### src/core/clc_pkg.sv
// Package for the charge limit control register bank.
// Assumes a 10 MHz core clock and a byte-wide register port.
package clc_pkg;

   // ----
   // Register offsets and reset values
   // ----
   localparam logic [7:0] OFS_PRECHG_TERM = 8'h03;
   localparam logic [7:0] OFS_VOLT_LIMIT = 8'h04;
   localparam logic [7:0] OFS_CTRL_SECOND = 8'h05;
   localparam logic [7:0] RST_PRECHG_TERM = 8'h22;
   localparam logic [7:0] RST_VOLT_LIMIT = 8'h58;
   localparam logic [7:0] RST_CTRL_SECOND = 8'h9F;

   // ----
   // Field positions
   // ----
   localparam int PRECHG_LSB = 4;
   localparam int TERM_LSB = 0;
   localparam int VOLT_LSB = 3;
   localparam int TOPOFF_LSB = 1;
   localparam int RECHG_BIT = 0;
   localparam int TERM_EN_BIT = 7;
   localparam int SHARED_BIT = 6;
   localparam int WDOG_LSB = 4;
   localparam int TIMER_EN_BIT = 3;
   localparam int TIMER_LEN_BIT = 2;
   localparam int THERM_BIT = 1;
   localparam int COLD_BIT = 0;

   // ----
   // Decode constants
   // ----
   localparam logic [3:0] PRECHG_MAX_CODE = 4'hC;
   localparam logic [4:0] VOLT_MAX_CODE = 5'h18;
   localparam logic [4:0] VOLT_SPECIAL_CODE = 5'h0F;
   localparam logic [11:0] CUR_STEP_MA = 12'h03C;
   localparam logic [12:0] VOLT_BASE_MV = 13'hF10;
   localparam logic [12:0] VOLT_STEP_MV = 13'h020;
   localparam logic [12:0] VOLT_SPECIAL_MV = 13'h1100;
   localparam logic [12:0] RECHG_HIGH_MV = 13'h00C8;
   localparam logic [12:0] RECHG_LOW_MV = 13'h0064;
   localparam logic [7:0] THERM_LOW_C = 8'h50;
   localparam logic [7:0] THERM_HIGH_C = 8'h78;
   localparam logic [6:0] COLD_PCT_LOW = 7'h32;
   localparam logic [6:0] COLD_PCT_HIGH = 7'h14;

   // ----
   // Timing
   // ----
   localparam longint CLK_HZ = 10000000;
   localparam longint WDOG_BASE_S = 40;
   localparam longint WDOG_BASE_CYC = WDOG_BASE_S * CLK_HZ;
   localparam longint DGL_LONG_MS = 230;
   localparam longint DGL_SHORT_MS = 16;
   localparam longint DGL_LONG_CYC = DGL_LONG_MS * CLK_HZ / 1000;
   localparam longint DGL_SHORT_CYC = DGL_SHORT_MS * CLK_HZ / 1000;
   localparam longint TIMER_SHORT_H = 7;
   localparam longint TIMER_LONG_H = 16;
   localparam longint TIMER_SHORT_CYC = TIMER_SHORT_H * 3600 * CLK_HZ;
   localparam longint TIMER_LONG_CYC = TIMER_LONG_H * 3600 * CLK_HZ;

   // ----
   // Carriers
   // ----
   typedef struct packed {
      logic [11:0] precharge_ma;
      logic [11:0] term_ma;
      logic [12:0] charge_mv;
      logic [12:0] recharge_mv;
      logic [7:0] therm_c;
      logic [6:0] cold_pct;
   } clc_setpoint_s;

   typedef struct packed {
      logic wr;
      logic rd;
      logic [7:0] addr;
      logic [7:0] wdata;
   } clc_reg_req_s;

   typedef enum logic [3:0] {
      CHG_IDLE = 4'h1,
      CHG_RUN = 4'h2,
      CHG_TOPOFF = 4'h4,
      CHG_DONE = 4'h8
   } clc_chg_e;

endpackage

### src/core/clc_down_counter.sv
// Loadable down counter with terminal pulse.
// Assumes synchronous load and a shared clock enable.
module clc_down_counter #(
   parameter int WIDTH = 40
) (
   input wire logic ref_clk_in,
   input wire logic arst_n_in,
   input wire logic clk_en_in,
   input wire logic load_in,
   input wire logic [WIDTH-1:0] load_val_in,
   input wire logic run_in,
   output logic expire_out
);

   logic [WIDTH-1:0] count;
   logic [WIDTH-1:0] next_count;
   logic next_expire;

   always_comb
   begin
      next_count = count;
      next_expire = 1'b0;
      if (load_in)
      begin
         next_count = load_val_in;
      end
      else if (run_in && count != '0)
      begin
         next_count = count - 1'b1;
         next_expire = (count == {{(WIDTH-1){1'b0}}, 1'b1});
      end
   end

   always_ff @(posedge ref_clk_in or negedge arst_n_in)
   begin
      if (!arst_n_in)
      begin
         count <= '0;
         expire_out <= 1'b0;
      end
      else if (clk_en_in)
      begin
         count <= next_count;
         expire_out <= next_expire;
      end
   end

endmodule

### src/core/clc_regs.sv
// Charge limit control registers, decoders, watchdog and charge sequencing.
// Assumes the serial bus slave outside presents single-cycle byte
// requests on the core clock; charger events arrive synchronised.

// Overview of operation
// - Pre-charge current is 60mA plus 60mA per code; default code 0010.
// - Pre-charge codes above 1100 act as 1100.
// - Termination current is 60mA plus 60mA per code; default 0010.
// - Charge voltage is 3856mV plus 32mV per code; default 01011.
// - Charge voltage code 01111 gives fixed 4352mV.
// - Charge voltage codes above 11000 act as 11000.
// - Recharge starts when battery drops by selected offset; set is 200mV.
// - Top-off 00 ends at termination; others add a top-off interval.
// - Termination happens only while termination enable is set.
// - Over-current clears direct charge enable only when shared bit is 0.
// - With direct charge off, shared bit picks 230ms or 16ms deglitch.
// - Watchdog expires at 40, 80 or 160s; code 00 disables it.
// - Safety timer covers pre-charge and fast charge when enabled.
// - Safety timer is 7h when bit clear, 16h when set.
// - Thermal regulation starts at 80C or 120C by threshold bit.
// - Cold-zone scaling cuts current to 50% or 20%.
module clc_regs #(
   parameter longint WDOG_BASE_CYCLES = clc_pkg::WDOG_BASE_CYC,
   parameter longint DGL_LONG_CYCLES = clc_pkg::DGL_LONG_CYC,
   parameter longint DGL_SHORT_CYCLES = clc_pkg::DGL_SHORT_CYC,
   parameter longint TIMER_SHORT_CYCLES = clc_pkg::TIMER_SHORT_CYC,
   parameter longint TIMER_LONG_CYCLES = clc_pkg::TIMER_LONG_CYC,
   parameter longint TOPOFF_UNIT_CYCLES = 64'd100
) (
   input wire logic ref_clk_in,
   input wire logic arst_n_in,
   input wire logic clk_en_in,
   input wire clc_pkg::clc_reg_req_s req_in,
   input wire logic reg_reset_in,
   input wire logic wdog_kick_in,
   input wire logic charge_start_in,
   input wire logic term_cond_in,
   input wire logic recharge_cond_in,
   input wire logic input_overcurrent_in,
   input wire logic direct_charge_set_in,
   input wire logic cold_zone_in,
   output logic [7:0] rdata_out,
   output clc_pkg::clc_setpoint_s setpoint_out,
   output logic direct_charge_enable_out,
   output logic wdog_expired_out,
   output logic charging_out,
   output logic safety_fault_out,
   output logic charge_done_out,
   output logic cold_scale_active_out
);

   // ----
   // Register state
   // ----
   logic [7:0] precharge_and_termination_current;
   logic [7:0] battery_voltage_limit;
   logic [7:0] charge_control_second;
   logic [7:0] next_prechg_term;
   logic [7:0] next_volt_limit;
   logic [7:0] next_ctrl_second;
   logic [7:0] next_rdata;
   logic wdog_expire;
   logic defaults;

   assign defaults = reg_reset_in | wdog_expire;

   always_comb
   begin
      next_prechg_term = precharge_and_termination_current;
      next_volt_limit = battery_voltage_limit;
      next_ctrl_second = charge_control_second;
      next_rdata = rdata_out;
      if (defaults)
      begin
         next_prechg_term = clc_pkg::RST_PRECHG_TERM;
         next_volt_limit = clc_pkg::RST_VOLT_LIMIT;
         next_ctrl_second = clc_pkg::RST_CTRL_SECOND;
      end
      else if (req_in.wr)
      begin
         unique case (req_in.addr)
            clc_pkg::OFS_PRECHG_TERM: next_prechg_term = req_in.wdata;
            clc_pkg::OFS_VOLT_LIMIT: next_volt_limit = req_in.wdata;
            clc_pkg::OFS_CTRL_SECOND: next_ctrl_second = req_in.wdata;
            default: ;
         endcase
      end
      if (req_in.rd)
      begin
         unique case (req_in.addr)
            clc_pkg::OFS_PRECHG_TERM:
               next_rdata = precharge_and_termination_current;
            clc_pkg::OFS_VOLT_LIMIT: next_rdata = battery_voltage_limit;
            clc_pkg::OFS_CTRL_SECOND: next_rdata = charge_control_second;
            default: next_rdata = 8'h00;
         endcase
      end
   end

   always_ff @(posedge ref_clk_in or negedge arst_n_in)
   begin
      if (!arst_n_in)
      begin
         precharge_and_termination_current <= clc_pkg::RST_PRECHG_TERM;
         battery_voltage_limit <= clc_pkg::RST_VOLT_LIMIT;
         charge_control_second <= clc_pkg::RST_CTRL_SECOND;
         rdata_out <= 8'h00;
      end
      else if (clk_en_in)
      begin
         precharge_and_termination_current <= next_prechg_term;
         battery_voltage_limit <= next_volt_limit;
         charge_control_second <= next_ctrl_second;
         rdata_out <= next_rdata;
      end
   end

   // ----
   // Field views
   // ----
   logic [3:0] precharge_current_code;
   logic [3:0] termination_current_code;
   logic [4:0] charge_voltage_code;
   logic [1:0] topoff_interval_select;
   logic recharge_offset_select;
   logic term_enable;
   logic direct_reset_or_deglitch_select;
   logic [1:0] wdog_select;
   logic timer_enable;
   logic safety_timer_length;
   logic thermal_regulation_threshold;
   logic cold_zone_current_scale;

   assign precharge_current_code =
      precharge_and_termination_current[clc_pkg::PRECHG_LSB +: 4];
   assign termination_current_code =
      precharge_and_termination_current[clc_pkg::TERM_LSB +: 4];
   assign charge_voltage_code = battery_voltage_limit[clc_pkg::VOLT_LSB +: 5];
   assign topoff_interval_select =
      battery_voltage_limit[clc_pkg::TOPOFF_LSB +: 2];
   assign recharge_offset_select = battery_voltage_limit[clc_pkg::RECHG_BIT];
   assign term_enable = charge_control_second[clc_pkg::TERM_EN_BIT];
   assign direct_reset_or_deglitch_select =
      charge_control_second[clc_pkg::SHARED_BIT];
   assign wdog_select = charge_control_second[clc_pkg::WDOG_LSB +: 2];
   assign timer_enable = charge_control_second[clc_pkg::TIMER_EN_BIT];
   assign safety_timer_length = charge_control_second[clc_pkg::TIMER_LEN_BIT];
   assign thermal_regulation_threshold =
      charge_control_second[clc_pkg::THERM_BIT];
   assign cold_zone_current_scale = charge_control_second[clc_pkg::COLD_BIT];

   // ----
   // Decoders
   // ----
   // Both current fields share one step, so one decoder serves both
   function automatic logic [11:0] cur_ma(input logic [3:0] code);
      cur_ma = clc_pkg::CUR_STEP_MA + 12'(code) * clc_pkg::CUR_STEP_MA;
   endfunction

   function automatic logic [12:0] volt_mv(input logic [4:0] code);
      logic [4:0] c;
      c = (code > clc_pkg::VOLT_MAX_CODE) ? clc_pkg::VOLT_MAX_CODE : code;
      if (c == clc_pkg::VOLT_SPECIAL_CODE)
         volt_mv = clc_pkg::VOLT_SPECIAL_MV;
      else
         volt_mv = clc_pkg::VOLT_BASE_MV + 13'(c) * clc_pkg::VOLT_STEP_MV;
   endfunction

   clc_pkg::clc_setpoint_s next_setpoint;
   logic [3:0] prechg_clamped;

   always_comb
   begin
      prechg_clamped = (precharge_current_code > clc_pkg::PRECHG_MAX_CODE) ?
         clc_pkg::PRECHG_MAX_CODE : precharge_current_code;
      next_setpoint.precharge_ma = cur_ma(prechg_clamped);
      next_setpoint.term_ma = cur_ma(termination_current_code);
      next_setpoint.charge_mv = volt_mv(charge_voltage_code);
      next_setpoint.recharge_mv = recharge_offset_select ?
         clc_pkg::RECHG_HIGH_MV : clc_pkg::RECHG_LOW_MV;
      next_setpoint.therm_c = thermal_regulation_threshold ?
         clc_pkg::THERM_HIGH_C : clc_pkg::THERM_LOW_C;
      next_setpoint.cold_pct = cold_zone_current_scale ?
         clc_pkg::COLD_PCT_HIGH : clc_pkg::COLD_PCT_LOW;
   end

   // ----
   // Watchdog
   // ----
   logic wdog_load;
   logic [39:0] wdog_len;

   // Any write counts as host activity, as does an explicit kick
   assign wdog_load = wdog_kick_in | req_in.wr | reg_reset_in |
      wdog_expire;

   always_comb
   begin
      unique case (wdog_select)
         2'b01: wdog_len = 40'(WDOG_BASE_CYCLES);
         2'b10: wdog_len = 40'(WDOG_BASE_CYCLES * 2);
         2'b11: wdog_len = 40'(WDOG_BASE_CYCLES * 4);
         default: wdog_len = 40'h0;
      endcase
   end

   clc_down_counter #(.WIDTH(40)) u_wdog (
      .ref_clk_in(ref_clk_in),
      .arst_n_in(arst_n_in),
      .clk_en_in(clk_en_in),
      .load_in(wdog_load),
      .load_val_in(wdog_len),
      .run_in(wdog_select != 2'b00),
      .expire_out(wdog_expire)
   );

   // ----
   // Charge sequencing, safety timer, deglitch, direct charge
   // ----
   clc_pkg::clc_chg_e state;
   clc_pkg::clc_chg_e next_state;
   logic [39:0] safety_cnt;
   logic [39:0] next_safety_cnt;
   logic [27:0] dgl_cnt;
   logic [27:0] next_dgl_cnt;
   logic [27:0] topoff_cnt;
   logic [27:0] next_topoff_cnt;
   logic next_fault;
   logic next_dc;
   logic [27:0] dgl_len;
   logic [39:0] safety_len;
   logic term_ok;

   always_comb
   begin
      dgl_len = direct_reset_or_deglitch_select ?
         28'(DGL_SHORT_CYCLES) : 28'(DGL_LONG_CYCLES);
      safety_len = safety_timer_length ?
         40'(TIMER_LONG_CYCLES) : 40'(TIMER_SHORT_CYCLES);
      term_ok = (dgl_cnt >= dgl_len);
      next_state = state;
      next_safety_cnt = safety_cnt;
      next_dgl_cnt = dgl_cnt;
      next_topoff_cnt = topoff_cnt;
      next_fault = safety_fault_out;
      next_dc = direct_charge_enable_out;
      if (direct_charge_set_in)
         next_dc = 1'b1;
      else if (direct_charge_enable_out && input_overcurrent_in &&
         !direct_reset_or_deglitch_select)
         next_dc = 1'b0;
      if (term_cond_in && term_enable && !direct_charge_enable_out)
      begin
         if (!term_ok)
            next_dgl_cnt = dgl_cnt + 28'h0000001;
      end
      else
         next_dgl_cnt = 28'h0000000;
      unique case (state)
         clc_pkg::CHG_IDLE:
         begin
            if (charge_start_in)
            begin
               next_state = clc_pkg::CHG_RUN;
               next_safety_cnt = 40'h0;
               next_fault = 1'b0;
            end
         end
         clc_pkg::CHG_RUN:
         begin
            if (timer_enable)
               next_safety_cnt = safety_cnt + 40'h1;
            if (timer_enable && safety_cnt >= safety_len)
            begin
               next_fault = 1'b1;
               next_state = clc_pkg::CHG_IDLE;
            end
            else if (term_ok && term_enable)
            begin
               next_dgl_cnt = 28'h0000000;
               if (topoff_interval_select == 2'b00)
                  next_state = clc_pkg::CHG_DONE;
               else
               begin
                  next_topoff_cnt = 28'(TOPOFF_UNIT_CYCLES) *
                     28'(topoff_interval_select);
                  next_state = clc_pkg::CHG_TOPOFF;
               end
            end
         end
         clc_pkg::CHG_TOPOFF:
         begin
            next_topoff_cnt = topoff_cnt - 28'h0000001;
            if (topoff_cnt <= 28'h0000001)
               next_state = clc_pkg::CHG_DONE;
         end
         clc_pkg::CHG_DONE:
         begin
            if (recharge_cond_in)
            begin
               next_state = clc_pkg::CHG_RUN;
               next_safety_cnt = 40'h0;
            end
         end
         default: next_state = clc_pkg::CHG_IDLE;
      endcase
   end

   always_ff @(posedge ref_clk_in or negedge arst_n_in)
   begin
      if (!arst_n_in)
      begin
         state <= clc_pkg::CHG_IDLE;
         safety_cnt <= 40'h0;
         dgl_cnt <= 28'h0000000;
         topoff_cnt <= 28'h0000000;
         safety_fault_out <= 1'b0;
         direct_charge_enable_out <= 1'b0;
         setpoint_out <= '0;
         wdog_expired_out <= 1'b0;
         charging_out <= 1'b0;
         charge_done_out <= 1'b0;
         cold_scale_active_out <= 1'b0;
      end
      else if (clk_en_in)
      begin
         state <= next_state;
         safety_cnt <= next_safety_cnt;
         dgl_cnt <= next_dgl_cnt;
         topoff_cnt <= next_topoff_cnt;
         safety_fault_out <= next_fault;
         direct_charge_enable_out <= next_dc;
         setpoint_out <= next_setpoint;
         wdog_expired_out <= wdog_expire;
         charging_out <= (next_state == clc_pkg::CHG_RUN) ||
            (next_state == clc_pkg::CHG_TOPOFF);
         charge_done_out <= (next_state == clc_pkg::CHG_DONE);
         cold_scale_active_out <= cold_zone_in;
      end
   end

endmodule

### config.mk
export PLATFORM = sky130hd
export DESIGN_NAME = clc_regs
export DESIGN_NICKNAME = d
export VERILOG_FILES = /design/src/core/clc_pkg.sv /design/src/core/clc_down_counter.sv /design/src/core/clc_regs.sv
export SDC_FILE = /design/constraint.sdc
export NUM_CORES = 1
export LEC_CHECK = 0
export ABC_CLOCK_PERIOD_IN_PS = 3600
export BUFFER_PORTS_ARGS = -buffer_cell sky130_fd_sc_hd__buf_2
export CORE_MARGIN = 2
export CORE_UTILIZATION = 61
export CTS_CLUSTER_DIAMETER = 200
export DETAILED_ROUTE_END_ITERATION = 8
export GPL_ROUTABILITY_DRIVEN = 0
export PLACE_DENSITY = 0.81
export SKIP_LAST_GASP = 1
export SLEW_MARGIN = 20
export SYNTH_ARGS = -nofsm -noshare
export SYNTH_HDL_FRONTEND = slang
export SYNTH_HIERARCHICAL = 1
export SYNTH_SLANG_ARGS = --single-unit
### constraint.sdc
create_clock -name ref_clk_in -period 3.6 [get_ports ref_clk_in]
set_input_delay 0.72 -clock ref_clk_in [delete_from_list [all_inputs] [get_ports ref_clk_in]]
set_output_delay 0.72 -clock ref_clk_in [all_outputs]
set_load 0.05 [all_outputs]
==> impl_metrics.ini, run 1 <==
[run_status]
status = complete, no violations

[logic_synthesis]
ys_warn_count = 6
ys.flop_type = dfrtp_1
ys_top_cells_by_area = dfrtp_1 (38%), ha_1 (6.2%), nand2_1 (4.2%), o21ai_0 (4.1%), nor2_1 (3.9%)
synth-edff-count = 0
syn_inst = 1489
yosys.area.top_type = dfrtp_1
syn_avg_cell_area_um2 = 8.88
synth.distinct_cells = 87
synth_area_mm2 = 0.0132
yosysMostFrequentCell = dfrtp_1
synth_top_area_share = 0.377
synth_seq_cells = 211
async_reset_ff_frac = 1.00
yosysSeqAreaShare = 0.401
synth_common_cells = dfrtp_1 (199), nand2_1 (147), nor2_1 (136), o21ai_0 (108), a21oi_1 (81)

[pwr]
power_leakage_nw = 6.41
power.density_mw_per_mm2 = 497
ir_drop_mv = 0.346

[grt]
grt_usage = 0.311
grt_pass1_vias = 11500
grt_pass1_wl_mm = 57.6
antenna_found_initial = 0
grt_overflow = 0
grt_start_max_net_pins = 90

[route]
totalWireLength_mm = 34.7
wl_per_cell_um = 18.6
vias = 11900
drc_errors = 0
viasPerCell = 6.38
ant_nets = 0
dr.pass1.iters = 7
drt_iter0_drc = 1067

[sta]
hold_viol = 0
fmax_mhz = 297
finalSetupTns_ns = 0
grt_setup_unrepaired = false
fin_crit_ns = 3.36
setup_viol = 0
finClkSkew_ns = 0.0154
fin_ws_ns = 0.237
slew_violations = 0
tightest_slew_ns = 0.744
slew_headroom = 0.504
finalCritPeriodShare = 0.934

[clock_tree]
cts_tree = done
cts_made_buffers = 25
cts_hold_buf = 0
cts_resized = 0
clkSinkCount = 211
max-clock-path-buffers = 3
post_cts_buffers = 0
clockRootBuffer = clkbuf_16
clock_latency_ns = 0.52
clk_pin_slew_ns = 0.07
htreeDepth = 1

[worst_setup_path]
start_kind = flop
critPathArrivalTime_ns = 3.82
worstSetupPathType = reg2reg
reg2reg_to = setpoint_out[63]
critPathSlowestCell = fa_1
max_stage_delay_ns = 0.55
r2r-start = precharge_and_termination_current[6]
cp.depth = 9
r2r_slack_ns = 0.24
critPathBufInv = 1
reg2reg_depth = 9
cp_max_fo = 6
cp_cell_sequence = ha_1 > nor2b_1 > fa_1 > fa_1 > inv_1 > fa_1 > xor2_1 > or4_1 > o2bb2ai_1
cpMostUsedCell = fa_1
path_delay_family = adder cells
required_ns = 4.06
endpoint_kind = flop

[floorplanning]
dieHeight_um = 151
dieArea_mm2 = 0.0229
initial_core_util = 0.625
core_mm2 = 0.0212
rows = 53
die_w_um = 151
pin_count = 108

[placement]
dp_slack_ns = 0.223
portBuffers = 82
hpwl_mm = 24.2

[cells_and_area]
area_growth_pct = 11.4
multiInputGateArea_mm2 = 0.00731
regArea_mm2 = 0.00530
final_core_util = 0.696
filler_cell_count = 1627
nNetsFinal = 1680
drive_above_1_share = 0.137
antenna_cells = 0

[job]
max_cap_violations = 0

[worst_hold_path]
hp-class = in2async
## report_power, final
group	switching, mW	internal (mW)
combinational	1.30	0.617
clock	0.991	1.48
sequential	0.291	2.63
## worst max-delay path by stage
stage	start	endpoint	slack, ns
after floorplan	precharge_and_termination_current[6]	setpoint_out[63]	0.36
after global placement	precharge_and_termination_current[6]	setpoint_out[63]	0.37
after detailed placement	precharge_and_termination_current[6]	setpoint_out[63]	0.22
after CTS	precharge_and_termination_current[6]	setpoint_out[63]	0.22
after global routing	precharge_and_termination_current[6]	setpoint_out[63]	0.05
final	precharge_and_termination_current[6]	setpoint_out[63]	0.24
## placed cells by master, fill, tap and decap left out, types with 8 or more instances in the layout
| master | instances |
|---|---|
| nor3_1 | 46 |
| a21o_1 | 9 |
| xor2_1 | 16 |
| a221o_1 | 8 |
| o22ai_1 | 15 |
| clkbuf_16 | 25 |
| conb_1 | 48 |
| nor2_1 | 135 |
| or4_1 | 16 |
| a31oi_1 | 19 |
| buf_2 | 80 |
| nor2b_1 | 11 |
| nand3b_1 | 9 |
| o211ai_1 | 23 |
| and3_1 | 15 |
| dfstp_2 | 12 |
| nor4_1 | 30 |
| ha_1 | 66 |
| mux2_2 | 23 |
| and4_1 | 8 |
| o31ai_1 | 12 |
| nand2_1 | 147 |
| dfrtp_1 | 199 |
| nand4_1 | 32 |
| xnor2_1 | 23 |
| fa_1 | 9 |
| buf_4 | 34 |
| a22oi_1 | 13 |
| o21ai_0 | 107 |
| o311ai_0 | 8 |
| or3_1 | 27 |
| nand3_1 | 43 |
| inv_1 | 70 |
| clkbuf_8 | 10 |
| a21oi_1 | 81 |
## flip-flops by register name (all words and copies together), names as in the netlist
name and cells:
safety_cnt 40, wdog_expired_out 1, setpoint_out 32, u_wdog/expire_out 1
u_wdog/count 40, safety_fault_out 1, rdata_out 8, dgl_cnt 28
cold_scale_active_out 1, topoff_cnt 28, precharge_and_termination_current 8, charge_done_out 1
battery_voltage_limit 8, charge_control_second 8, charging_out 1, state 4
direct_charge_enable_out 1
## stage by stage
| step | total power, mW | instances | cell area, µm² | hold WS [ns] |
|---|---|---|---|---|
| 2_1_floorplan | 4.29 | 1536 | 13400 | 0.424 |
| 3_3_place_gp | 4.77 | 1824 | 13900 | 0.467 |
| 3_5_place_dp | 4.84 | 1824 | 13900 | 0.468 |
| 4_1_cts | 7.33 | 1869 | 14700 | 0.236 |
| 5_1_grt | 7.68 | 1869 | 14700 | 0.255 |
| 6_report | 7.31 | 1869 | 14700 | 0.207 |
## layout make-up
class,count,area share
clock buffers,40,0.0531
clock inverters,5,0.00196
inverters,70,0.0179
multi-input cells,1152,0.497
flip-flops and latches,211,0.360
well taps,275,0.0234
repair buffers,116,0.0469
## kinds of logic (layout without fill, tap and decap cells)
logic type,after synthesis,after routing,synth area share
compound gates,379,379,0.185
other cells,1,48,0.000284
xor+xnor,39,39,0.0258
simple gates,582,582,0.228
fa+ha+maj,75,75,0.0761
mux,29,29,0.0242
buf+inv,173,231,0.0602
flops,211,211,0.401
## routing by layer
metal,up-vias,share of wire,global-route usage
met3,98,0.065,0.0392
li1,5560,-,-
met4,0,0.037,0.111
met1,5776,0.41,0.413
met2,488,0.49,0.524
met5,-,0,0
No activity file was read; power rests on OpenSTA's default activity.
==> run 2, diff against run 1 <==
Settings changed: PLACE_DENSITY 0.81 to 0.77.
==> impl_metrics.ini, run 2 (same netlist as run 1, synthesis figures left out) <==
[run_status]
status = complete, no violations

[route]
vias = 11900
totalWireLength_mm = 35.2
drc_errors = 0
dr.pass1.iters = 5
wl_per_cell_um = 18.8
ant_nets = 0
drt_iter0_drc = 802
viasPerCell = 6.36

[grt]
grt_pass1_wl_mm = 57.4
grt_usage = 0.310
grt_overflow = 0
antenna_found_initial = 0
grt_start_max_net_pins = 96
grt_pass1_vias = 11300

[sta]
slew_headroom = 0.434
finClkSkew_ns = 0.0156
fmax_mhz = 295
slew_violations = 0
tightest_slew_ns = 0.846
hold_viol = 0
finalCritPeriodShare = 0.942
fin_crit_ns = 3.39
setup_viol = 0
finalSetupTns_ns = 0
hold_ws_ns = 0.232
grt_setup_unrepaired = false

[worst_setup_path]
required_ns = 4.04
reg2reg_depth = 9
r2r_slack_ns = 0.21
startpoint = precharge_and_termination_current[6]
reg2reg_to = setpoint_out[63]
worstSetupPathType = reg2reg
cp_max_fo = 6
r2r-start = precharge_and_termination_current[6]
start_kind = flop
critPathArrivalTime_ns = 3.83
endpoint_kind = flop

[worst_hold_path]
hp-class = in2async

[placement]
portBuffers = 82
dp.cells = 1824
hpwl_mm = 24.1

[clock_tree]
clockRootBuffer = clkbuf_16
post_cts_buffers = 0
clkSinkCount = 211
cts_resized = 0
cts_tree = done
htreeDepth = 1
cts_made_buffers = 25
max-clock-path-buffers = 3
clk_pin_slew_ns = 0.06
cts_hold_buf = 0
clock_latency_ns = 0.52

[pwr]
pwr-share-seq = 0.379
combPwrFrac = 0.252
p_switching_mw = 2.62
ir_drop_mv = 0.392
power_leakage_nw = 6.48
swShare = 0.341
power.density_mw_per_mm2 = 516
p_int_mw = 5.05
p_clk_frac = 0.370

[floorplanning]
core_mm2 = 0.0212
dieArea_mm2 = 0.0229
pin_count = 108
dieHeight_um = 151
rows = 53
die_w_um = 151
initial_core_util = 0.625

[cells_and_area]
mostFrequentLayoutCells = dfrtp_1 (199), nand2_1 (147), nor2_1 (135), o21ai_0 (107), a21oi_1 (81)
instances_no_fill = 1869
layout_commonest_cell = dfrtp_1
filler_cell_count = 1667
biggestRegsByFlops = safety_cnt (40), u_wdog/count (40), setpoint_out (32)
antenna_cells = 0
drive_above_1_share = 0.141
area_growth_pct = 12.4
nNetsFinal = 1680

[job]
max_cap_violations = 0
[run 2: changes by cell type in the layout (fill, tap and decap cells not counted), sizes merged]
cell    previous run  this run
clkbuf            40        31
bufinv             0         6
clkinv             4         7
[run 2: worst max-delay path by stage]
stage	slack [ns]	depth (start not counted)	end
2_1_floorplan	0.36	11	setpoint_out[63]
3_3_place_gp	0.37	9	setpoint_out[63]
3_5_place_dp	0.24	9	setpoint_out[63]
4_1_cts	0.21	9	setpoint_out[63]
5_1_grt	0.02	9	setpoint_out[63]
6_report	0.21	9	setpoint_out[63]
[run 2: through the flow]
| stage | area [µm²] | power [mW] | worst slack (ns) | util |
|---|---|---|---|---|
| final | 14900 | 7.67 | 0.210 | 0.702 |
| after global routing | 14900 | 8.02 | 0.0219 | 0.702 |
| after CTS | 14800 | 7.68 | 0.215 | 0.702 |
| after detailed placement | 13900 | 4.83 | 0.240 | 0.658 |
| after global placement | 13900 | 4.78 | 0.374 | 0.658 |
| after floorplan | 13400 | 4.29 | 0.356 | - |
[run 2: final cells by class]
cell class / count / area [µm²] / area share
multi-input cells: 1152 / 7320 / 0.492
flip-flops and latches: 211 / 5300 / 0.356
repair buffers: 116 / 716 / 0.0482
clock buffers: 31 / 698 / 0.0470
well taps: 275 / 344 / 0.0232
inverters: 70 / 263 / 0.0177
clock inverters: 14 / 224 / 0.0151
[run 2: worst max-delay path: stages, from the launching register on]
cell and delay (ns):
dfrtp_1 0.45, ha_1 0.26, nor2b_1 0.34, fa_1 0.53
fa_1 0.53, inv_1 0.06, fa_1 0.37, xor2_1 0.14
or4_1 0.48, o2bb2ai_1 0.15
[run 2: layer usage]
layer | vias up | track usage | wire [µm]
met1 | 5821 | 0.425 | 14900
met3 | 77 | 0.0352 | 2110
met5 | - | 0 | 0
met4 | 0 | 0.0981 | 955
met2 | 434 | 0.519 | 17200
li1 | 5555 | - | -
[run 2: power by group through the flow]
stage	logic (mW)	clock network [mW]	registers, mW
floorplan	1.13	0	3.16
global placement	1.86	0	2.92
detailed placement	1.90	0	2.93
CTS	1.92	2.86	2.89
global route	2.11	2.97	2.94
finish	1.93	2.83	2.90
